**config.mk**
```make
export PLATFORM = sky130hd
export DESIGN_NAME = memory_power_mode_control
export DESIGN_NICKNAME = d
export VERILOG_FILES = /design/src/read_data_latch.v /design/src/memory_power_mode_control.v
export VERILOG_INCLUDE_DIRS = /design/src
export SDC_FILE = /design/constraint.sdc
export NUM_CORES = 1
export LEC_CHECK = 0
export ABC_AREA = 1
export BUFFER_PORTS_ARGS = -buffer_cell sky130_fd_sc_hd__buf_4
export CORE_MARGIN = 3
export CORE_UTILIZATION = 54
export CTS_CLUSTER_SIZE = 16
export DETAILED_ROUTE_END_ITERATION = 12
export PLACE_DENSITY = 0.8
export SLEW_MARGIN = 25
export SYNTH_ARGS = -nofsm -noshare
export SYNTH_HDL_FRONTEND = slang
export SYNTH_HIERARCHICAL = 1
export SYNTH_SLANG_ARGS = --single-unit
```
**constraint.sdc**
```tcl
create_clock -name i_clk -period 5.6 [get_ports i_clk]
set_clock_uncertainty 0.05 [all_clocks]
set_input_delay 0 -clock i_clk [delete_from_list [all_inputs] [get_ports i_clk]]
set_output_delay 0 -clock i_clk [all_outputs]
set_load 0.05 [all_outputs]
```
**src/power_mode_consts.vh**
```
// Constants for the memory power mode controller
// Assumes a 10 MHz core clock
`ifndef POWER_MODE_CONSTS_VH
`define POWER_MODE_CONSTS_VH
// ----------------------------------------
// Timing in native units
// ----------------------------------------
`define CLK_PERIOD_NS 100
`define INITIAL_ACCESS_TIME_NS 35
`define CLOCK_STOP_MARGIN_NS 30
`define SLEEP_ENTRY_TIME_US 3
`define SLEEP_EXIT_MIN_NS 60
`define SLEEP_EXIT_MAX_NS 3000
`define SLEEP_WAKEUP_TIME_US 100
`define POWERDOWN_ENTRY_TIME_US 3
`define POWERDOWN_EXIT_MIN_NS 200
`define POWERDOWN_EXIT_MAX_NS 3000
`define POWERDOWN_WAKEUP_TIME_US 150
// ----------------------------------------
// Cycle counts
// ----------------------------------------
`define CLOCK_STOP_CYC ((`INITIAL_ACCESS_TIME_NS + `CLOCK_STOP_MARGIN_NS + `CLK_PERIOD_NS - 1) / `CLK_PERIOD_NS)
`define SLEEP_ENTRY_CYC ((`SLEEP_ENTRY_TIME_US * 1000) / `CLK_PERIOD_NS)
`define SLEEP_EXIT_MIN_CYC ((`SLEEP_EXIT_MIN_NS + `CLK_PERIOD_NS - 1) / `CLK_PERIOD_NS)
`define SLEEP_EXIT_MAX_CYC (`SLEEP_EXIT_MAX_NS / `CLK_PERIOD_NS)
`define SLEEP_WAKEUP_CYC ((`SLEEP_WAKEUP_TIME_US * 1000) / `CLK_PERIOD_NS)
`define POWERDOWN_ENTRY_CYC ((`POWERDOWN_ENTRY_TIME_US * 1000) / `CLK_PERIOD_NS)
`define POWERDOWN_EXIT_MIN_CYC ((`POWERDOWN_EXIT_MIN_NS + `CLK_PERIOD_NS - 1) / `CLK_PERIOD_NS)
`define POWERDOWN_EXIT_MAX_CYC (`POWERDOWN_EXIT_MAX_NS / `CLK_PERIOD_NS)
`define POWERDOWN_WAKEUP_CYC ((`POWERDOWN_WAKEUP_TIME_US * 1000) / `CLK_PERIOD_NS)
// ----------------------------------------
// Register fields and resets
// ----------------------------------------
`define SLEEP_REQ_BIT 5
`define POWER_ON_BIT 15
`define CFG_ZERO_RESET 16'h8f1f
`define CFG_ONE_RESET 16'h0001
`define TIMER_W 12
`endif

```
**src/read_data_latch.v**
```verilog
// Read data latch held during active clock stop
// Assumes load comes from the same clock domain
`timescale 1ns/1ps
`default_nettype none
module read_data_latch #(
   parameter WIDTH = 8
) (
   input wire i_clk,
   input wire i_resetn,
   input wire i_ce,
   input wire i_load,
   input wire [WIDTH-1:0] i_data,
   output reg [WIDTH-1:0] o_data
);
   always @(posedge i_clk) begin
      if (!i_resetn) begin
         o_data <= {WIDTH{1'b0}};
      end else if (i_ce && i_load) begin
         o_data <= i_data;
      end
   end
endmodule // read_data_latch
`default_nettype wire

```
**src/memory_power_mode_control.v**
```verilog
// Power mode state control of a self-refreshing DDR memory
// Assumes chip select and bus clock are asynchronous pins
`timescale 1ns/1ps
`default_nettype none
`include "power_mode_consts.vh"
module memory_power_mode_control #(
   parameter DATA_W = 8,
   parameter SLEEP_WAKEUP_CYCLES = `SLEEP_WAKEUP_CYC,
   parameter POWERDOWN_WAKEUP_CYCLES = `POWERDOWN_WAKEUP_CYC
) (
   input wire i_clk,
   input wire i_resetn,
   input wire i_ce,
   input wire i_select_n,
   input wire i_bus_clk,
   input wire i_read_phase,
   input wire i_data_phase,
   input wire i_command_address_phase,
   input wire [DATA_W-1:0] i_read_data,
   input wire i_cfg_write,
   input wire i_cfg_sel_one,
   input wire [15:0] i_cfg_wdata,
   output reg [DATA_W-1:0] o_dq,
   output reg o_dq_oe,
   output reg o_read_write_data_strobe,
   output reg o_read_write_data_strobe_oe,
   output reg o_standby,
   output reg o_clock_stop,
   output reg o_hybrid_sleep,
   output reg o_deep_power_down,
   output reg o_waking,
   output reg o_refresh_on,
   output reg o_array_valid,
   output reg [15:0] o_configuration_register_zero,
   output reg [15:0] o_configuration_register_one
);
   // ----------------------------------------
   // States
   // ----------------------------------------
   localparam [2:0] ST_RUN = 3'h0;
   localparam [2:0] ST_SLEEP_IN = 3'h1;
   localparam [2:0] ST_SLEEP = 3'h2;
   localparam [2:0] ST_SLEEP_WAKE = 3'h3;
   localparam [2:0] ST_PD_IN = 3'h4;
   localparam [2:0] ST_PD = 3'h5;
   localparam [2:0] ST_PD_WAKE = 3'h6;
   localparam integer STOP_I = `CLOCK_STOP_CYC, SIN_I = `SLEEP_ENTRY_CYC, PIN_I = `POWERDOWN_ENTRY_CYC;
   localparam integer SMIN_I = `SLEEP_EXIT_MIN_CYC, SMAX_I = `SLEEP_EXIT_MAX_CYC;
   localparam integer PMIN_I = `POWERDOWN_EXIT_MIN_CYC, PMAX_I = `POWERDOWN_EXIT_MAX_CYC;
   localparam [`TIMER_W-1:0] STOP_CYC = STOP_I[`TIMER_W-1:0];
   localparam [`TIMER_W-1:0] S_IN_CYC = SIN_I[`TIMER_W-1:0];
   localparam [`TIMER_W-1:0] P_IN_CYC = PIN_I[`TIMER_W-1:0];
   localparam [`TIMER_W-1:0] S_MIN = SMIN_I[`TIMER_W-1:0];
   localparam [`TIMER_W-1:0] S_MAX = SMAX_I[`TIMER_W-1:0];
   localparam [`TIMER_W-1:0] P_MIN = PMIN_I[`TIMER_W-1:0];
   localparam [`TIMER_W-1:0] P_MAX = PMAX_I[`TIMER_W-1:0];
   localparam [`TIMER_W-1:0] TIMER_ONE = 12'h001;
   localparam [31:0] S_WAKE = SLEEP_WAKEUP_CYCLES;
   localparam [31:0] P_WAKE = POWERDOWN_WAKEUP_CYCLES;
   // ----------------------------------------
   // Pin synchronisers
   // ----------------------------------------
   reg sel_meta;
   reg sel_sync;
   reg sel_prev;
   reg ck_meta;
   reg ck_sync;
   reg ck_prev;
   always @(posedge i_clk) begin
      if (!i_resetn) begin
         sel_meta <= 1'b1;
         sel_sync <= 1'b1;
         sel_prev <= 1'b1;
         ck_meta <= 1'b0;
         ck_sync <= 1'b0;
         ck_prev <= 1'b0;
      end else if (i_ce) begin
         sel_meta <= i_select_n;
         sel_sync <= sel_meta;
         sel_prev <= sel_sync;
         ck_meta <= i_bus_clk;
         ck_sync <= ck_meta;
         ck_prev <= ck_sync;
      end
   end
   wire selected = !sel_sync;
   wire sel_rise = sel_sync && !sel_prev;
   wire ck_edge = ck_sync ^ ck_prev;
   // ----------------------------------------
   // Pulse width check
   // ----------------------------------------
   function in_window;
      input [`TIMER_W-1:0] width;
      input [`TIMER_W-1:0] lo;
      input [`TIMER_W-1:0] hi;
      begin
         in_window = (width >= lo) && (width <= hi);
      end
   endfunction
   // ----------------------------------------
   // Active clock stop
   // ----------------------------------------
   reg [`TIMER_W-1:0] idle_cnt;
   reg [2:0] state;
   reg [2:0] next_state;
   wire running = (state == ST_RUN) || (state == ST_SLEEP_IN) || (state == ST_PD_IN);
   wire in_transfer = running && selected && i_data_phase;
   always @(posedge i_clk) begin
      if (!i_resetn) begin
         idle_cnt <= {`TIMER_W{1'b0}};
         o_clock_stop <= 1'b0;
      end else if (i_ce) begin
         if (!in_transfer || ck_edge) begin
            idle_cnt <= {`TIMER_W{1'b0}};
            o_clock_stop <= 1'b0;
         end else if (idle_cnt >= STOP_CYC - TIMER_ONE) begin
            o_clock_stop <= 1'b1;
         end else begin
            idle_cnt <= idle_cnt + TIMER_ONE;
         end
      end
   end
   // ----------------------------------------
   // Read data path
   // ----------------------------------------
   wire [DATA_W-1:0] held_data;
   wire rd_drive = running && selected && i_read_phase && i_data_phase;
   read_data_latch #(
      .WIDTH(DATA_W)
   ) u_latch (
      .i_clk(i_clk),
      .i_resetn(i_resetn),
      .i_ce(i_ce),
      .i_load(rd_drive && !o_clock_stop),
      .i_data(i_read_data),
      .o_data(held_data)
   );
   always @(posedge i_clk) begin
      if (!i_resetn) begin
         o_dq <= {DATA_W{1'b0}};
         o_dq_oe <= 1'b0;
         o_read_write_data_strobe <= 1'b0;
         o_read_write_data_strobe_oe <= 1'b0;
      end else if (i_ce) begin
         o_dq <= o_clock_stop ? held_data : i_read_data;
         o_dq_oe <= rd_drive;
         o_read_write_data_strobe <= rd_drive && !o_clock_stop && ck_sync;
         if (running && selected && i_command_address_phase) begin
            o_read_write_data_strobe_oe <= 1'b1;
         end else begin
            o_read_write_data_strobe_oe <= rd_drive;
         end
      end
   end
   // ----------------------------------------
   // Power mode sequencer
   // ----------------------------------------
   reg [`TIMER_W-1:0] low_cnt;
   reg [31:0] timer;
   reg [15:0] saved_one;
   wire cfg_wr = i_cfg_write && running && selected;
   wire sleep_req = cfg_wr && i_cfg_sel_one && i_cfg_wdata[`SLEEP_REQ_BIT];
   wire pd_req = cfg_wr && !i_cfg_sel_one && !i_cfg_wdata[`POWER_ON_BIT];
   always @* begin
      next_state = state;
      case (state)
         ST_RUN: begin
            if (pd_req) begin
               next_state = ST_PD_IN;
            end else if (sleep_req) begin
               next_state = ST_SLEEP_IN;
            end
         end
         ST_SLEEP_IN: begin
            if (timer + 32'h00000001 >= {20'h00000, S_IN_CYC}) begin
               next_state = ST_SLEEP;
            end
         end
         ST_SLEEP: begin
            if (sel_rise && in_window(low_cnt, S_MIN, S_MAX)) begin
               next_state = ST_SLEEP_WAKE;
            end
         end
         ST_SLEEP_WAKE: begin
            if (timer >= S_WAKE) begin
               next_state = ST_RUN;
            end
         end
         ST_PD_IN: begin
            if (timer + 32'h00000001 >= {20'h00000, P_IN_CYC}) begin
               next_state = ST_PD;
            end
         end
         ST_PD: begin
            if (sel_rise && in_window(low_cnt, P_MIN, P_MAX)) begin
               next_state = ST_PD_WAKE;
            end
         end
         ST_PD_WAKE: begin
            if (timer >= P_WAKE) begin
               next_state = ST_RUN;
            end
         end
         default: begin
            next_state = ST_RUN;
         end
      endcase
   end
   always @(posedge i_clk) begin
      if (!i_resetn) begin
         state <= ST_RUN;
         timer <= 32'h00000000;
         low_cnt <= {`TIMER_W{1'b0}};
         saved_one <= `CFG_ONE_RESET;
         o_configuration_register_zero <= `CFG_ZERO_RESET;
         o_configuration_register_one <= `CFG_ONE_RESET;
         o_refresh_on <= 1'b0;
         o_array_valid <= 1'b0;
      end else if (i_ce) begin
         state <= next_state;
         timer <= (next_state != state) ? 32'h00000000 : timer + 32'h00000001;
         if (sel_sync) begin
            low_cnt <= {`TIMER_W{1'b0}};
         end else if (low_cnt != {`TIMER_W{1'b1}}) begin
            low_cnt <= low_cnt + TIMER_ONE;
         end
         if (state == ST_RUN) begin
            o_refresh_on <= 1'b1;
            if (cfg_wr && i_cfg_sel_one) begin
               o_configuration_register_one <= i_cfg_wdata;
               saved_one <= i_cfg_wdata;
            end else if (cfg_wr) begin
               o_configuration_register_zero <= i_cfg_wdata;
            end
            if (cfg_wr || selected) begin
               o_array_valid <= 1'b1;
            end
         end
         if (next_state == ST_PD_IN) begin
            o_refresh_on <= 1'b0;
            o_array_valid <= 1'b0;
         end
         if (state == ST_PD && next_state == ST_PD_WAKE) begin
            o_configuration_register_zero <= `CFG_ZERO_RESET;
            o_configuration_register_one <= `CFG_ONE_RESET;
         end
         if (state == ST_SLEEP && next_state == ST_SLEEP_WAKE) begin
            // Sleep keeps contents; only the request bit drops
            o_configuration_register_one <= saved_one & ~(16'h0001 << `SLEEP_REQ_BIT);
         end
      end
   end
   // ----------------------------------------
   // Status outputs
   // ----------------------------------------
   always @(posedge i_clk) begin
      if (!i_resetn) begin
         o_standby <= 1'b1;
         o_hybrid_sleep <= 1'b0;
         o_deep_power_down <= 1'b0;
         o_waking <= 1'b0;
      end else if (i_ce) begin
         o_standby <= (next_state == ST_RUN) && sel_sync;
         o_hybrid_sleep <= next_state == ST_SLEEP;
         o_deep_power_down <= next_state == ST_PD;
         o_waking <= (next_state == ST_SLEEP_WAKE) || (next_state == ST_PD_WAKE);
      end
   end
endmodule // memory_power_mode_control
`default_nettype wire

```
Yosys cells after proc, flatten, opt, wreduce, memory -nomap -nowiden

Index checks and enable logic that the tools add are counted.
Widths: inputs -> output; s select.

Output and inout port bits: 50
Flip-flop bits (word level): 139
Logic and storage cells: 133
Bits of input ports: 34

Multiplexer cells: 31
$lt $le $gt $ge: 7
Reductions and logical operators: 51
Eq/ne operators: 15
Bitwise operators: 1
Add/sub/neg operators: 3

Operators by type and width:

| kind                  | count |
|---|---|
| $mux 16               | 8 |
| $mux 12               | 4 |
| $add 32x1->32 const B | 1 |
| $ge 32x10->1 const B  | 1 |
| $ge 32x11->1 const B  | 1 |
| $ge 32x5->1 const B   | 1 |
| $mux 32               | 1 |
| $add 12x1->12 const B | 2 |
| $ge 12x1->1 const B   | 2 |
| $mux 3                | 8 |
| $logic_and 1x1->1     | 22 |
| $pmux 3 s7            | 1 |
| $eq 3x3->1 const B    | 6 |
| $eq 3x2->1 const B    | 4 |
| $ge 12x2->1 const B   | 1 |
| $le 12x5->1 const B   | 1 |
| $ne 12x12->1 const B  | 1 |
| $reduce_bool 2->1     | 6 |
| $reduce_and 3->1      | 3 |
| $mux 1                | 8 |
| $mux 8                | 1 |
| $reduce_and 2->1      | 4 |
| $logic_not 1->1       | 6 |
| $logic_not 3->1       | 2 |
| 8 further kinds       | 13 |

Depth between registers and ports, before layout

Gate-level depths: netlist of run 1.

Depth after elaboration: 14
Gate-level depth with buffers: 20

By module

The synthesis of run 1 kept the hierarchy.

By module, submodules not included:

| module                    | seq. area each (um2) | times used | area an instance (um2) | cells an instance |
|---|---|---|---|---|
| memory_power_mode_control | 2362.3               | 1          | 6388.6                 | 991 |
| read_data_latch           | 160.2                | 1          | 347.8                  | 51 |

Worst setup path after synthesis of run 1

Ideal clock, no wire load.

Kind: reg-to-reg
From: register timer[0]
To: register timer[27]
Arrival: 2219 ps
Slack: 3199 ps
Cell stages (with the launch flop): 20
Cells stage by stage: dfxtp_1 > ha_1 > nand2_2 > nor2_2 > nand2_2 > nor2_4 > nand2_1 > nand2_1 > nand2_1 > nor2_1 > nand2_1 > nor2_2 > nand3_1 > nand2_2 > nand2_4 > inv_1 > nand2_1 > buf_2 > nand4_1 > a21oi_1

Longest elaborated chain between the ends: 6
Elaborated cells between the ends (all ways): 11

Ends and longest elaborated chain:

| what                      | RTL line                                                                                          | RTL |
|---|---|---|
| from (decl)               | memory_power_mode_control.v:159                                                                   | `reg [31:0] timer;` |
| from (signal assigned)    | memory_power_mode_control.v:221                                                                   | `timer <= (next_state != state) ? 32'h00000000 : timer + 32'h00000001;` |
| $add 32x1->32             | memory_power_mode_control.v:175, memory_power_mode_control.v:190, memory_power_mode_control.v:221 |  |
| $ge 32x5->1               | memory_power_mode_control.v:175, memory_power_mode_control.v:190                                  |  |
| $mux 3 (on tied branches) | memory_power_mode_control.v:190, memory_power_mode_control.v:175                                  |  |
| $pmux 3 s7                | memory_power_mode_control.v:166                                                                   | `case (state)` |
| $ne 3x3->1                | memory_power_mode_control.v:221                                                                   |  |
| $mux 32 (*)               | memory_power_mode_control.v:221                                                                   |  |

Mark *: on every way between the ends. The rest lies on a longest branch, timed or not.
A chain may end at the register's enable or synchronous reset.

Final worst setup path of run 1

From: register timer[0]
To: register timer[13]

The elaborated chain is that of the path after synthesis.

==> results of run 1 <==
## per-stage QoR
step / cell area (µm²) / util, %
global route: 8330 / 68.78
CTS: 8328 / 68.76
detailed placement: 7367 / 60.83
global placement: 7365 / 60.81
floorplan: 6736 / -
finish: 8330 / 68.78
## synthesized netlist by cell type (all sizes together)
cell	number	area share [%]
nor4	6	0.56
inv	117	6.5
dfxtp	126	37
nand3	63	4.8
o211ai	11	1.2
clkinv	4	0.22
a311oi	5	0.65
clkbuf	28	1.6
nor3	11	0.82
nand2	307	18
o221ai	1	0.13
a31oi	10	0.93
buf	16	1.8
nor2	150	9.1
or2	1	0.093
a21oi	65	5.0
and3	2	0.19
o22ai	10	0.93
o21ai	44	3.3
nand3b	5	0.56
nand4	43	4.0
ha	7	1.3
a211oi	6	0.67
o211a	1	0.15
xnor2	1	0.13
xor2	2	0.26
## worst max-delay path: stages, from the launching register on
cell,delay (ns)
dfxtp_1,0.44
ha_1,0.27
nand2_2,0.08
nor2_2,0.17
nand2_1,0.12
nor2_2,0.24
nand2_1,0.08
nand2_1,0.06
nand2_1,0.10
nor2_1,0.12
nand2_1,0.09
nor2_1,0.10
nand3_1,0.11
nand2_2,0.10
nand2_4,0.07
a21oi_4,0.71
nand4_1,0.21
a21oi_1,0.19
## per-layer routing
| layer | share of wire [%] | routed length (µm) |
|---|---|---|
| met3 | 8.2 | 1567 |
| met4 | 2.2 | 413 |
| met5 | 0 | 0 |
| met1 | 43 | 8207 |
| met2 | 47 | 8926 |
## where the power goes
| group | switching (W) | internal [W] |
|---|---|---|
| Clock | 0.000404 | 0.000697 |
| Sequential | 0.0000173 | 0.000917 |
| Combinational | 0.000154 | 0.0000763 |
## worst min path at each step
stage,from,cells after the start,to,slack [ns]
6_report,i_cfg_write,7,o_configuration_register_one[5]$_SDFFE_PN0P_,0.06
5_1_grt,i_cfg_write,7,o_configuration_register_one[5]$_SDFFE_PN0P_,0.07
4_1_cts,i_cfg_write,7,o_configuration_register_one[5]$_SDFFE_PN0P_,0.02
3_5_place_dp,i_select_n,3,sel_meta$_SDFFE_PN1P_,0.17
3_3_place_gp,i_select_n,3,sel_meta$_SDFFE_PN1P_,0.16
2_1_floorplan,i_cfg_wdata[0],2,saved_one[0]$_SDFFE_PN1P_,0.08
## layout make-up
| type | count | area (µm²) | area share, % |
|---|---|---|---|
| clock buffer | 21 | 440.4 | 5.287 |
| timing repair buffer | 124 | 1026 | 12.32 |
| multi-input combinational | 751 | 3537 | 42.46 |
| tap | 168 | 210.2 | 2.523 |
| inverter | 121 | 454.2 | 5.452 |
| sequential | 126 | 2522 | 30.28 |
| clock inverter | 10 | 140.1 | 1.682 |
## logic make-up after synthesis
kind of cell / count (synthesis) / share of synthesized area, %
flip-flops: 126 / 37.44
adder cells (fa/ha/maj): 7 / 1.300
AO/OA/AOI/OAI: 153 / 12.95
AND/OR/NAND/NOR: 588 / 37.80
buffers and inverters: 165 / 10.12
XOR/XNOR: 3 / 0.3901
## flip-flops by register name (all words and copies together) (netlist names), 3 cells and up
register,count
o_configuration_register_zero,16
state,3
saved_one,15
o_configuration_register_one,16
u_latch/o_data,8
low_cnt,12
timer,32
o_dq,8
==> run_results.csv, run 1 <==
group,metric,value,unit
synth,yosys_warnings,6,
power,p_total,0.002266,W
clock_tree,htree_num_levels,4,
synth,yosysUniqueCellTypes,37,
synth,syn-num-nets,1083,
sta,fmax,0.2927,GHz
synth,syn_inst,1042,
global_routing,globalRouteMet2Util,44.02,%
global_routing,gr-usage-met1,35.37,%
sta,finalSetupViolations,0,
worst_setup_path,endpoint,"timer[13]$_SDFFE_PN0P_",
finish,synthToLayoutAreaGrowth,23.66,%
detailed_routing,antenna_left,0,
run_status,outcome,"complete, no violations",
place,dp_hpwl,11970,µm
clock_tree,cts_buffer_depth,2,
power,power_leakage,3.637,nW
global_routing,gr-max-usage-layer,"met2",
power,power_density,272.0,mW/mm²
die,die-area,0.01385,mm²
finish,num_antenna_cells,0,
global_routing,grt_use_total,27.54,%
detailed_routing,routedWlPerCell,14.47,µm
die,initial_core_util,55.62,%
sta,period_share,61.01,%
die,core.rowCount,40,
sta,tns,0,ns
worst_setup_path,r2r_start,"timer[0]$_SDFFE_PN0P_",
global_routing,grt_pass1_wl,31880,µm
worst_setup_path,rr_endpoint,"timer[13]$_SDFFE_PN0P_",
global_routing,overflow,0,
detailed_routing,first_pass_iters,5,
die,io_pins,84,
worst_setup_path,setup.worst_path.class,"flip-flop to flip-flop",
finish,fin_cells,1321,
worst_setup_path,path_max_fanout,32,
clock_tree,cts_buffers,17,
power,ir_drop,231.6,µV
clock_tree,clock-sinks,126,
detailed_routing,drt_iter0_drc,596,
synth,synthesis.area,0.006736,mm²
sta,fin_crit,3.417,ns
worst_setup_path,critPathLaunchType,"flip-flop",
finish,final_cell_mix,"nand2_1, nor2_1, dfxtp_1, inv_1, buf_4",
sta,hold_viol,0,
global_routing,antenna_found_initial,0,
finish,num-nets-final,1182,
global_routing,use_met3,7.929,%
die,fp.dieW,117.7,µm
sta,setup_ws,2.183,ns
finish,final_common_cell,"nand2_1",
place,placedCellCount,1252,
clock_tree,clk_latency,0.42,ns
worst_setup_path,reg2regPathDepth,17,
clock_tree,cts_tree,"done",
clock_tree,post_cts_buffers,0,
place,port-buffer-count,83,
worst_setup_path,r2r_setup_slack,2.18,ns
sta,slew_headroom,40.60,%
global_routing,grt_pass1_vias,6794,
clock_tree,clk_pin_slew,0.06,ns
clock_tree,cts-root-buf,"clkbuf_16",
sta,maxSlewViolCount,0,
run,cap_violations,0,
synth,synth.avg_cell_area,6.465,µm²
detailed_routing,routed-via-count,7209,
worst_setup_path,cp.arrival,3.71,ns
sta,rsz0062_at_grt,"no",
worst_hold_path,hold_path.class,"primary input to flip-flop",
sta,holdWs,0.06498,ns
detailed_routing,post_drt_via_cell_ratio,5.457,
place,gp_congestion,0.9936,
clock_tree,ctsResizeCount,0,
finish,drive_above_1_share,12.75,%
synth,yosysSeqAreaShare,37.44,%
detailed_routing,drc,0,
worst_setup_path,critPathLaunch,"timer[0]$_SDFFE_PN0P_",
worst_setup_path,worstSetupEndpointType,"flip-flop",
place,post-place-ws,2.297,ns
worst_setup_path,required,5.90,ns
detailed_routing,wl,19120,µm
finish,fillers,1048,
synth,synth-seq-cells,126,
clock_tree,hold_buffers,38,
sta,worst_slew_pin_slew,0.8890,ns
die,core,0.01211,mm²
die,dieHeight,117.7,µm
global_routing,grt_max_degree,64,
No activity file was read; power rests on OpenSTA's default activity.
==> run 2, diff against run 1 <==
Settings changed: CORE_UTILIZATION 54 to 53, PLACE_DENSITY 0.8 to 0.82.
Clock period 5.6 ns to 3 ns, I/O delays scaled along.
==> run 2 against run 1 <==
  * Routed wire length rose by 3.2%
  * Core utilization rose by 0.27 points
  * Critical path depth did not move
  * First-iteration DRC count fell by 0.50%
  * Worst hold slack improved by 0.026 ns
  * Die area rose by 1.8%
  * Power rose by 82%
  * Sequential share of layout area fell by 0.27 points
  * Worst setup slack got worse by 1.9 ns
==> run_results.csv, run 2 (synthesis results as in run 1) <==
group,metric,value,unit
run_status,outcome,"complete, no violations",
clock_tree,cts_buffer_depth,2,
finish,synthToLayoutAreaGrowth,25.17,%
finish,final_common_cell,"nand2_1",
worst_setup_path,max_stage_delay,0.37,ns
worst_hold_path,hold_path_end,"o_configuration_register_one[5]$_SDFFE_PN0P_",
finish,final_area,0.008432,mm²
finish,reg_top3,"timer: 32 flops, o_configuration_register_one: 16 flops, o_configuration_register_zero: 16 flops",
worst_setup_path,r2r_start,"timer[0]$_SDFFE_PN0P_",
worst_setup_path,setup.worst_path.class,"flip-flop to flip-flop",
worst_setup_path,cpLargestDelayFamily,"simple AND/OR/NAND/NOR gates",
power,p_total,0.004128,W
worst_setup_path,worst-path-buf-inv,2,
detailed_routing,drc,0,
worst_setup_path,reg2regPathDepth,17,
finish,drive_above_1_share,14.67,%
sta,hold_viol,0,
finish,final_cell_mix,"nand2_1, nor2_1, dfxtp_1, inv_1, buf_4",
power,power_leakage,3.702,nW
global_routing,grt_pass1_vias,6820,
sta,holdWs,0.09121,ns
power,ir_drop,446.9,µV
worst_setup_path,r2r_setup_slack,0.24,ns
finish,fillers,1054,
die,dieHeight,118.7,µm
die,fp.dieW,118.7,µm
global_routing,overflow,0,
global_routing,antenna_found_initial,0,
detailed_routing,routedWlPerCell,14.78,µm
worst_setup_path,path_max_fanout,17,
detailed_routing,wl,19720,µm
place,port-buffer-count,83,
worst_setup_path,required,3.30,ns
finish,num-nets-final,1196,
worst_hold_path,holdPathStages,7,
worst_setup_path,crit_chain,"ha_2 -> nand2_2 -> nor2_2 -> nand2_2 -> nor2_4 -> buf_4 -> xor2_1 -> nor2_1 -> nand2_1 -> nor2_1 -> nand3_1 -> nand2_1 -> nand3_2 -> nand2_2 -> buf_4 -> nand4_1 -> a21oi_1",
worst_hold_path,hold_path.class,"primary input to flip-flop",
worst_setup_path,cp.arrival,3.06,ns
sta,setup_ws,0.2367,ns
detailed_routing,routed-via-count,7300,
worst_setup_path,critPathLaunchType,"flip-flop",
worst_hold_path,hp-start,"i_cfg_write",
worst_setup_path,rr_endpoint,"timer[1]$_SDFFE_PN0P_",
die,io_pins,84,
clock_tree,htree_num_levels,4,
global_routing,grt_use_total,28.12,%
global_routing,grt_max_degree,63,
worst_setup_path,critPathMostFrequentCell,"nand2_2",
detailed_routing,drt_iter0_drc,593,
sta,fmax,0.3619,GHz
sta,period_share,92.11,%
clock_tree,clk_pin_slew,0.06,ns
clock_tree,cts-root-buf,"clkbuf_16",
die,initial_core_util,55.16,%
place,post-place-ws,0.1660,ns
finish,largest-register,"timer",
place,dp_hpwl,12670,µm
die,core,0.01221,mm²
clock_tree,clock-sinks,126,
clock_tree,clk_latency,0.43,ns
sta,worst_slew_pin_slew,0.6248,ns
clock_tree,cts_tree,"done",
sta,slew_headroom,58.35,%
worst_setup_path,worstSetupEndpointType,"flip-flop",
detailed_routing,post_drt_via_cell_ratio,5.472,
die,core.rowCount,40,
sta,fin_crit,2.763,ns
sta,finalSetupViolations,0,
detailed_routing,first_pass_iters,6,
detailed_routing,antenna_left,0,
worst_setup_path,critical-path-slowest-cell,"dfxtp_2",
finish,largest_register_ffs,32,
place,placed_area,0.007495,mm²
clock_tree,cts_buffers,17,
place,gp_congestion,0.9758,
finish,num_antenna_cells,0,
run,cap_violations,0,
power,power_density,489.5,mW/mm²
sta,maxSlewViolCount,0,
worst_setup_path,cp.depth,17,
die,die-area,0.01410,mm²
global_routing,grt_pass1_wl,32650,µm
## run 2: report_power, final
part | switching [W] | internal, W
clock | 0.000761 | 0.00117
combinational | 0.000296 | 0.000161
sequential | 0.0000313 | 0.00171
total | 0.00109 | 0.00304
## run 2: timing repair
item | 4_1_cts | 5_1_grt
setup buffers | 0 | 3
setup endpoints to repair | 0 | 35
hold endpoints to repair | 73 | 0
resized for setup | 0 | 8
hold buffers | 35 | 0
## run 2: final cells by class
| class | count | area (µm²) | share of cell area, % |
|---|---|---|---|
| multi-input cells | 751 | 3540 | 41.98 |
| flip-flops and latches | 126 | 2530 | 30.00 |
| repair buffers | 138 | 1149 | 13.62 |
| clock buffers | 20 | 456.7 | 5.416 |
| inverters | 121 | 454.2 | 5.387 |
| well taps | 168 | 210.2 | 2.493 |
| clock inverters | 10 | 92.59 | 1.098 |
## run 2: worst max-delay path by stage
stage / start / slack [ns] / endpoint
2_1_floorplan: timer[0]$_SDFFE_PN0P_ / 0.60 / timer[27]$_SDFFE_PN0P_
3_3_place_gp: timer[0]$_SDFFE_PN0P_ / 0.27 / o_array_valid$_SDFFE_PN0P_
3_5_place_dp: timer[0]$_SDFFE_PN0P_ / 0.17 / o_array_valid$_SDFFE_PN0P_
4_1_cts: timer[0]$_SDFFE_PN0P_ / 0.14 / timer[31]$_SDFFE_PN0P_
5_1_grt: timer[0]$_SDFFE_PN0P_ / -0.008 / timer[31]$_SDFFE_PN0P_
6_report: timer[0]$_SDFFE_PN0P_ / 0.24 / timer[1]$_SDFFE_PN0P_
## run 2: worst reg2reg max path: cells and delay by family, from the launching register on
family / cells / cell delay [ns]
flops: 1 / 0.37
xor+xnor: 1 / 0.08
fa+ha+maj: 1 / 0.22
simple gates: 12 / 1.45
compound gates: 1 / 0.14
buf+inv: 2 / 0.38
## run 2: metrics by stage
stage	utilization (%)	cells	setup TNS (ns)
finish	69.05	1334	0
global route	69.05	1334	-0.01716
CTS	68.74	1331	0
detailed placement	61.37	1266	0
global placement	61.37	1266	0
floorplan	-	1042	0
## run 2: per-layer routing
layer	GRT usage [%]	share of wire, %	vias to the layer above
li1	-	-	3612
met1	35.76	43	3321
met2	44.55	46	320
met3	9.139	8.7	47
met4	10.35	2.3	0
met5	0	0	-
==> run 3, diff against run 2 <==
Settings changed: ABC_CLOCK_PERIOD_IN_PS set to 3000, REMOVE_ABC_BUFFERS set to 1.
==> run 3 against run 2 <==
  * Die area did not move
  * Clock power is essentially flat
  * Worst hold slack got worse by 0.084 ns
  * Register-to-register slack is essentially flat
  * Cell area decreased by 0.28%
  * Power up 0.36%
  * First-iteration DRC count grew 21%
  * Global-route usage decreased by 0.82 points
  * Combinational power shrank 2%
  * Fmax up 0.19%
  * Largest cell class unchanged
  * Largest power group unchanged
  * Highest routed layer unchanged
==> run_results.csv, run 3 (synthesis results as in run 1) <==
group,metric,value,unit
run_status,outcome,"complete, no violations",
power,power_density,492.7,mW/mm²
detailed_routing,drt_iter0_drc,716,
worst_hold_path,hold_path.class,"primary input to flip-flop",
worst_hold_path,holdPathStages,4,
clock_tree,cts_buffers,17,
finish,multi_input_area,0.003542,mm²
sta,rsz0062_at_grt,"yes",
detailed_routing,post_drt_via_cell_ratio,5.376,
worst_setup_path,r2r_start,"timer[0]$_SDFFE_PN0P_",
sta,finalSetupViolations,0,
die,die-area,0.01410,mm²
place,placed_area,0.007472,mm²
detailed_routing,drc,0,
clock_tree,clk_pin_slew,0.06,ns
worst_setup_path,worstSetupEndpointType,"flip-flop",
die,core,0.01221,mm²
global_routing,antenna_found_initial,0,
finish,largest-register,"timer",
die,dieHeight,118.7,µm
global_routing,grt_pass1_wl,31690,µm
worst_setup_path,rr_endpoint,"timer[22]$_SDFFE_PN0P_",
sta,hold_viol,0,
clock_tree,clk_latency,0.42,ns
clock_tree,htree_num_levels,4,
place,dp_hpwl,12230,µm
die,fp.dieW,118.7,µm
global_routing,grt_pass1_vias,6800,
detailed_routing,routed-via-count,7150,
detailed_routing,wl,18910,µm
clock_tree,clock-sinks,126,
detailed_routing,routedWlPerCell,14.22,µm
finish,final_cell_mix,"nand2_1, nor2_1, dfxtp_1, inv_1, buf_4",
place,port-buffer-count,83,
finish,ff_latch_area,0.002530,mm²
clock_tree,cts-root-buf,"clkbuf_16",
sta,worst_slew_pin_slew,0.6179,ns
finish,reg_top3,"timer: 32 flops, o_configuration_register_one: 16 flops, o_configuration_register_zero: 16 flops",
clock_tree,cts_tree,"done",
worst_setup_path,path_max_fanout,32,
global_routing,grt_max_degree,64,
finish,fillers,1016,
global_routing,grt_use_total,27.30,%
finish,final_common_cell,"nand2_1",
worst_hold_path,hold_path_end,"state[1]$_SDFFE_PN0P_",
clock_tree,cts_buffer_depth,2,
die,io_pins,84,
finish,largest_register_ffs,32,
finish,drive_above_1_share,14.63,%
global_routing,overflow,0,
worst_hold_path,hp-start,"i_ce",
finish,final_area,0.008408,mm²
worst_setup_path,reg2regPathDepth,19,
sta,fmax,0.3626,GHz
sta,fin_crit,2.758,ns
sta,period_share,91.94,%
sta,maxSlewViolCount,0,
worst_setup_path,required,3.23,ns
detailed_routing,first_pass_iters,5,
power,ir_drop,424.2,µV
finish,final_core_util,68.85,%
sta,slew_headroom,58.81,%
sta,tns,0,ns
die,initial_core_util,55.16,%
finish,num-nets-final,1190,
finish,num_antenna_cells,0,
detailed_routing,antenna_left,0,
place,gp_congestion,0.9582,
finish,synthToLayoutAreaGrowth,24.81,%
die,core.rowCount,40,
power,power_leakage,3.678,nW
worst_setup_path,critPathLaunchType,"flip-flop",
worst_setup_path,r2r_setup_slack,0.24,ns
worst_setup_path,cp.arrival,2.99,ns
worst_setup_path,setup.worst_path.class,"flip-flop to flip-flop",
run,cap_violations,0,
==> run 3: worst max-delay path by stage <==
stage | start | to | slack (ns) | cells past startpoint
2_1_floorplan | timer[0]$_SDFFE_PN0P_ | timer[10]$_SDFFE_PN0P_ | 0.26 | 18
3_5_place_dp | timer[0]$_SDFFE_PN0P_ | timer[11]$_SDFFE_PN0P_ | 0.14 | 19
5_1_grt | timer[10]$_SDFFE_PN0P_ | timer[9]$_SDFFE_PN0P_ | -0.007 | 17
3_3_place_gp | timer[0]$_SDFFE_PN0P_ | timer[19]$_SDFFE_PN0P_ | 0.21 | 19
6_report | timer[0]$_SDFFE_PN0P_ | timer[22]$_SDFFE_PN0P_ | 0.24 | 19
4_1_cts | timer[0]$_SDFFE_PN0P_ | timer[22]$_SDFFE_PN0P_ | 0.12 | 19
==> run 3: critical path: stages, from the launching register on <==
cell     delay [ns]
dfxtp_2        0.37
ha_2           0.22
nand2_2        0.07
nor2_2         0.15
nand2_1        0.14
nor2_4         0.19
nand2_1        0.07
nand2_1        0.06
nand2_1        0.12
nor2_1         0.13
nand2_1        0.10
nor2_1         0.11
nand3_1        0.11
nand2_2        0.09
nand2_4        0.07
inv_1          0.09
nand2_1        0.07
buf_6          0.20
nand4_1        0.12
a21oi_1        0.07
==> run 3: per-stage QoR <==
| stage | std cells | power (W) | worst slack [ns] | hold WS [ns] |
|---|---|---|---|---|
| floorplan | 998 | 0.002004 | 0.2601 | 0.01903 |
| global placement | 1263 | 0.002177 | 0.2136 | 0.1602 |
| CTS | 1330 | 0.004160 | 0.1157 | 0.002402 |
| global route | 1330 | 0.004276 | -0.007307 | 0.03185 |
| detailed placement | 1263 | 0.002179 | 0.1373 | 0.1643 |
| finish | 1330 | 0.004142 | 0.2418 | 0.006954 |
==> run 3: what timing repair did <==
item	in CTS	in global routing
hold endpoints to repair	69	0
gates resized for setup	0	11
hold buffers	35	0
setup endpoints to repair	0	45
setup buffers	0	0
==> run 3: routing by layer <==
layer | up-vias | routed length (µm) | global-route usage, %
met1 | 3227 | 7882 | 33.41
met2 | 276 | 8931 | 44.72
met4 | 0 | 535 | 11.01
met5 | - | 0 | 0
li1 | 3598 | - | -
met3 | 49 | 1563 | 8.373
==> run 3: area by class of cell <==
type / count / share of cell area (%)
multi-input combinational: 751 / 42.13
clock inverter: 15 / 1.607
timing repair buffer: 132 / 13.17
inverter: 121 / 5.446
clock buffer: 17 / 5.060
tap: 168 / 2.500
sequential: 126 / 30.09
==> run 3: power breakdown <==
group          internal [W]  switching (W)  leakage, nW
Sequential          0.00171      0.0000302         1.02
Clock               0.00115       0.000803        0.273
Combinational      0.000158       0.000293         2.38
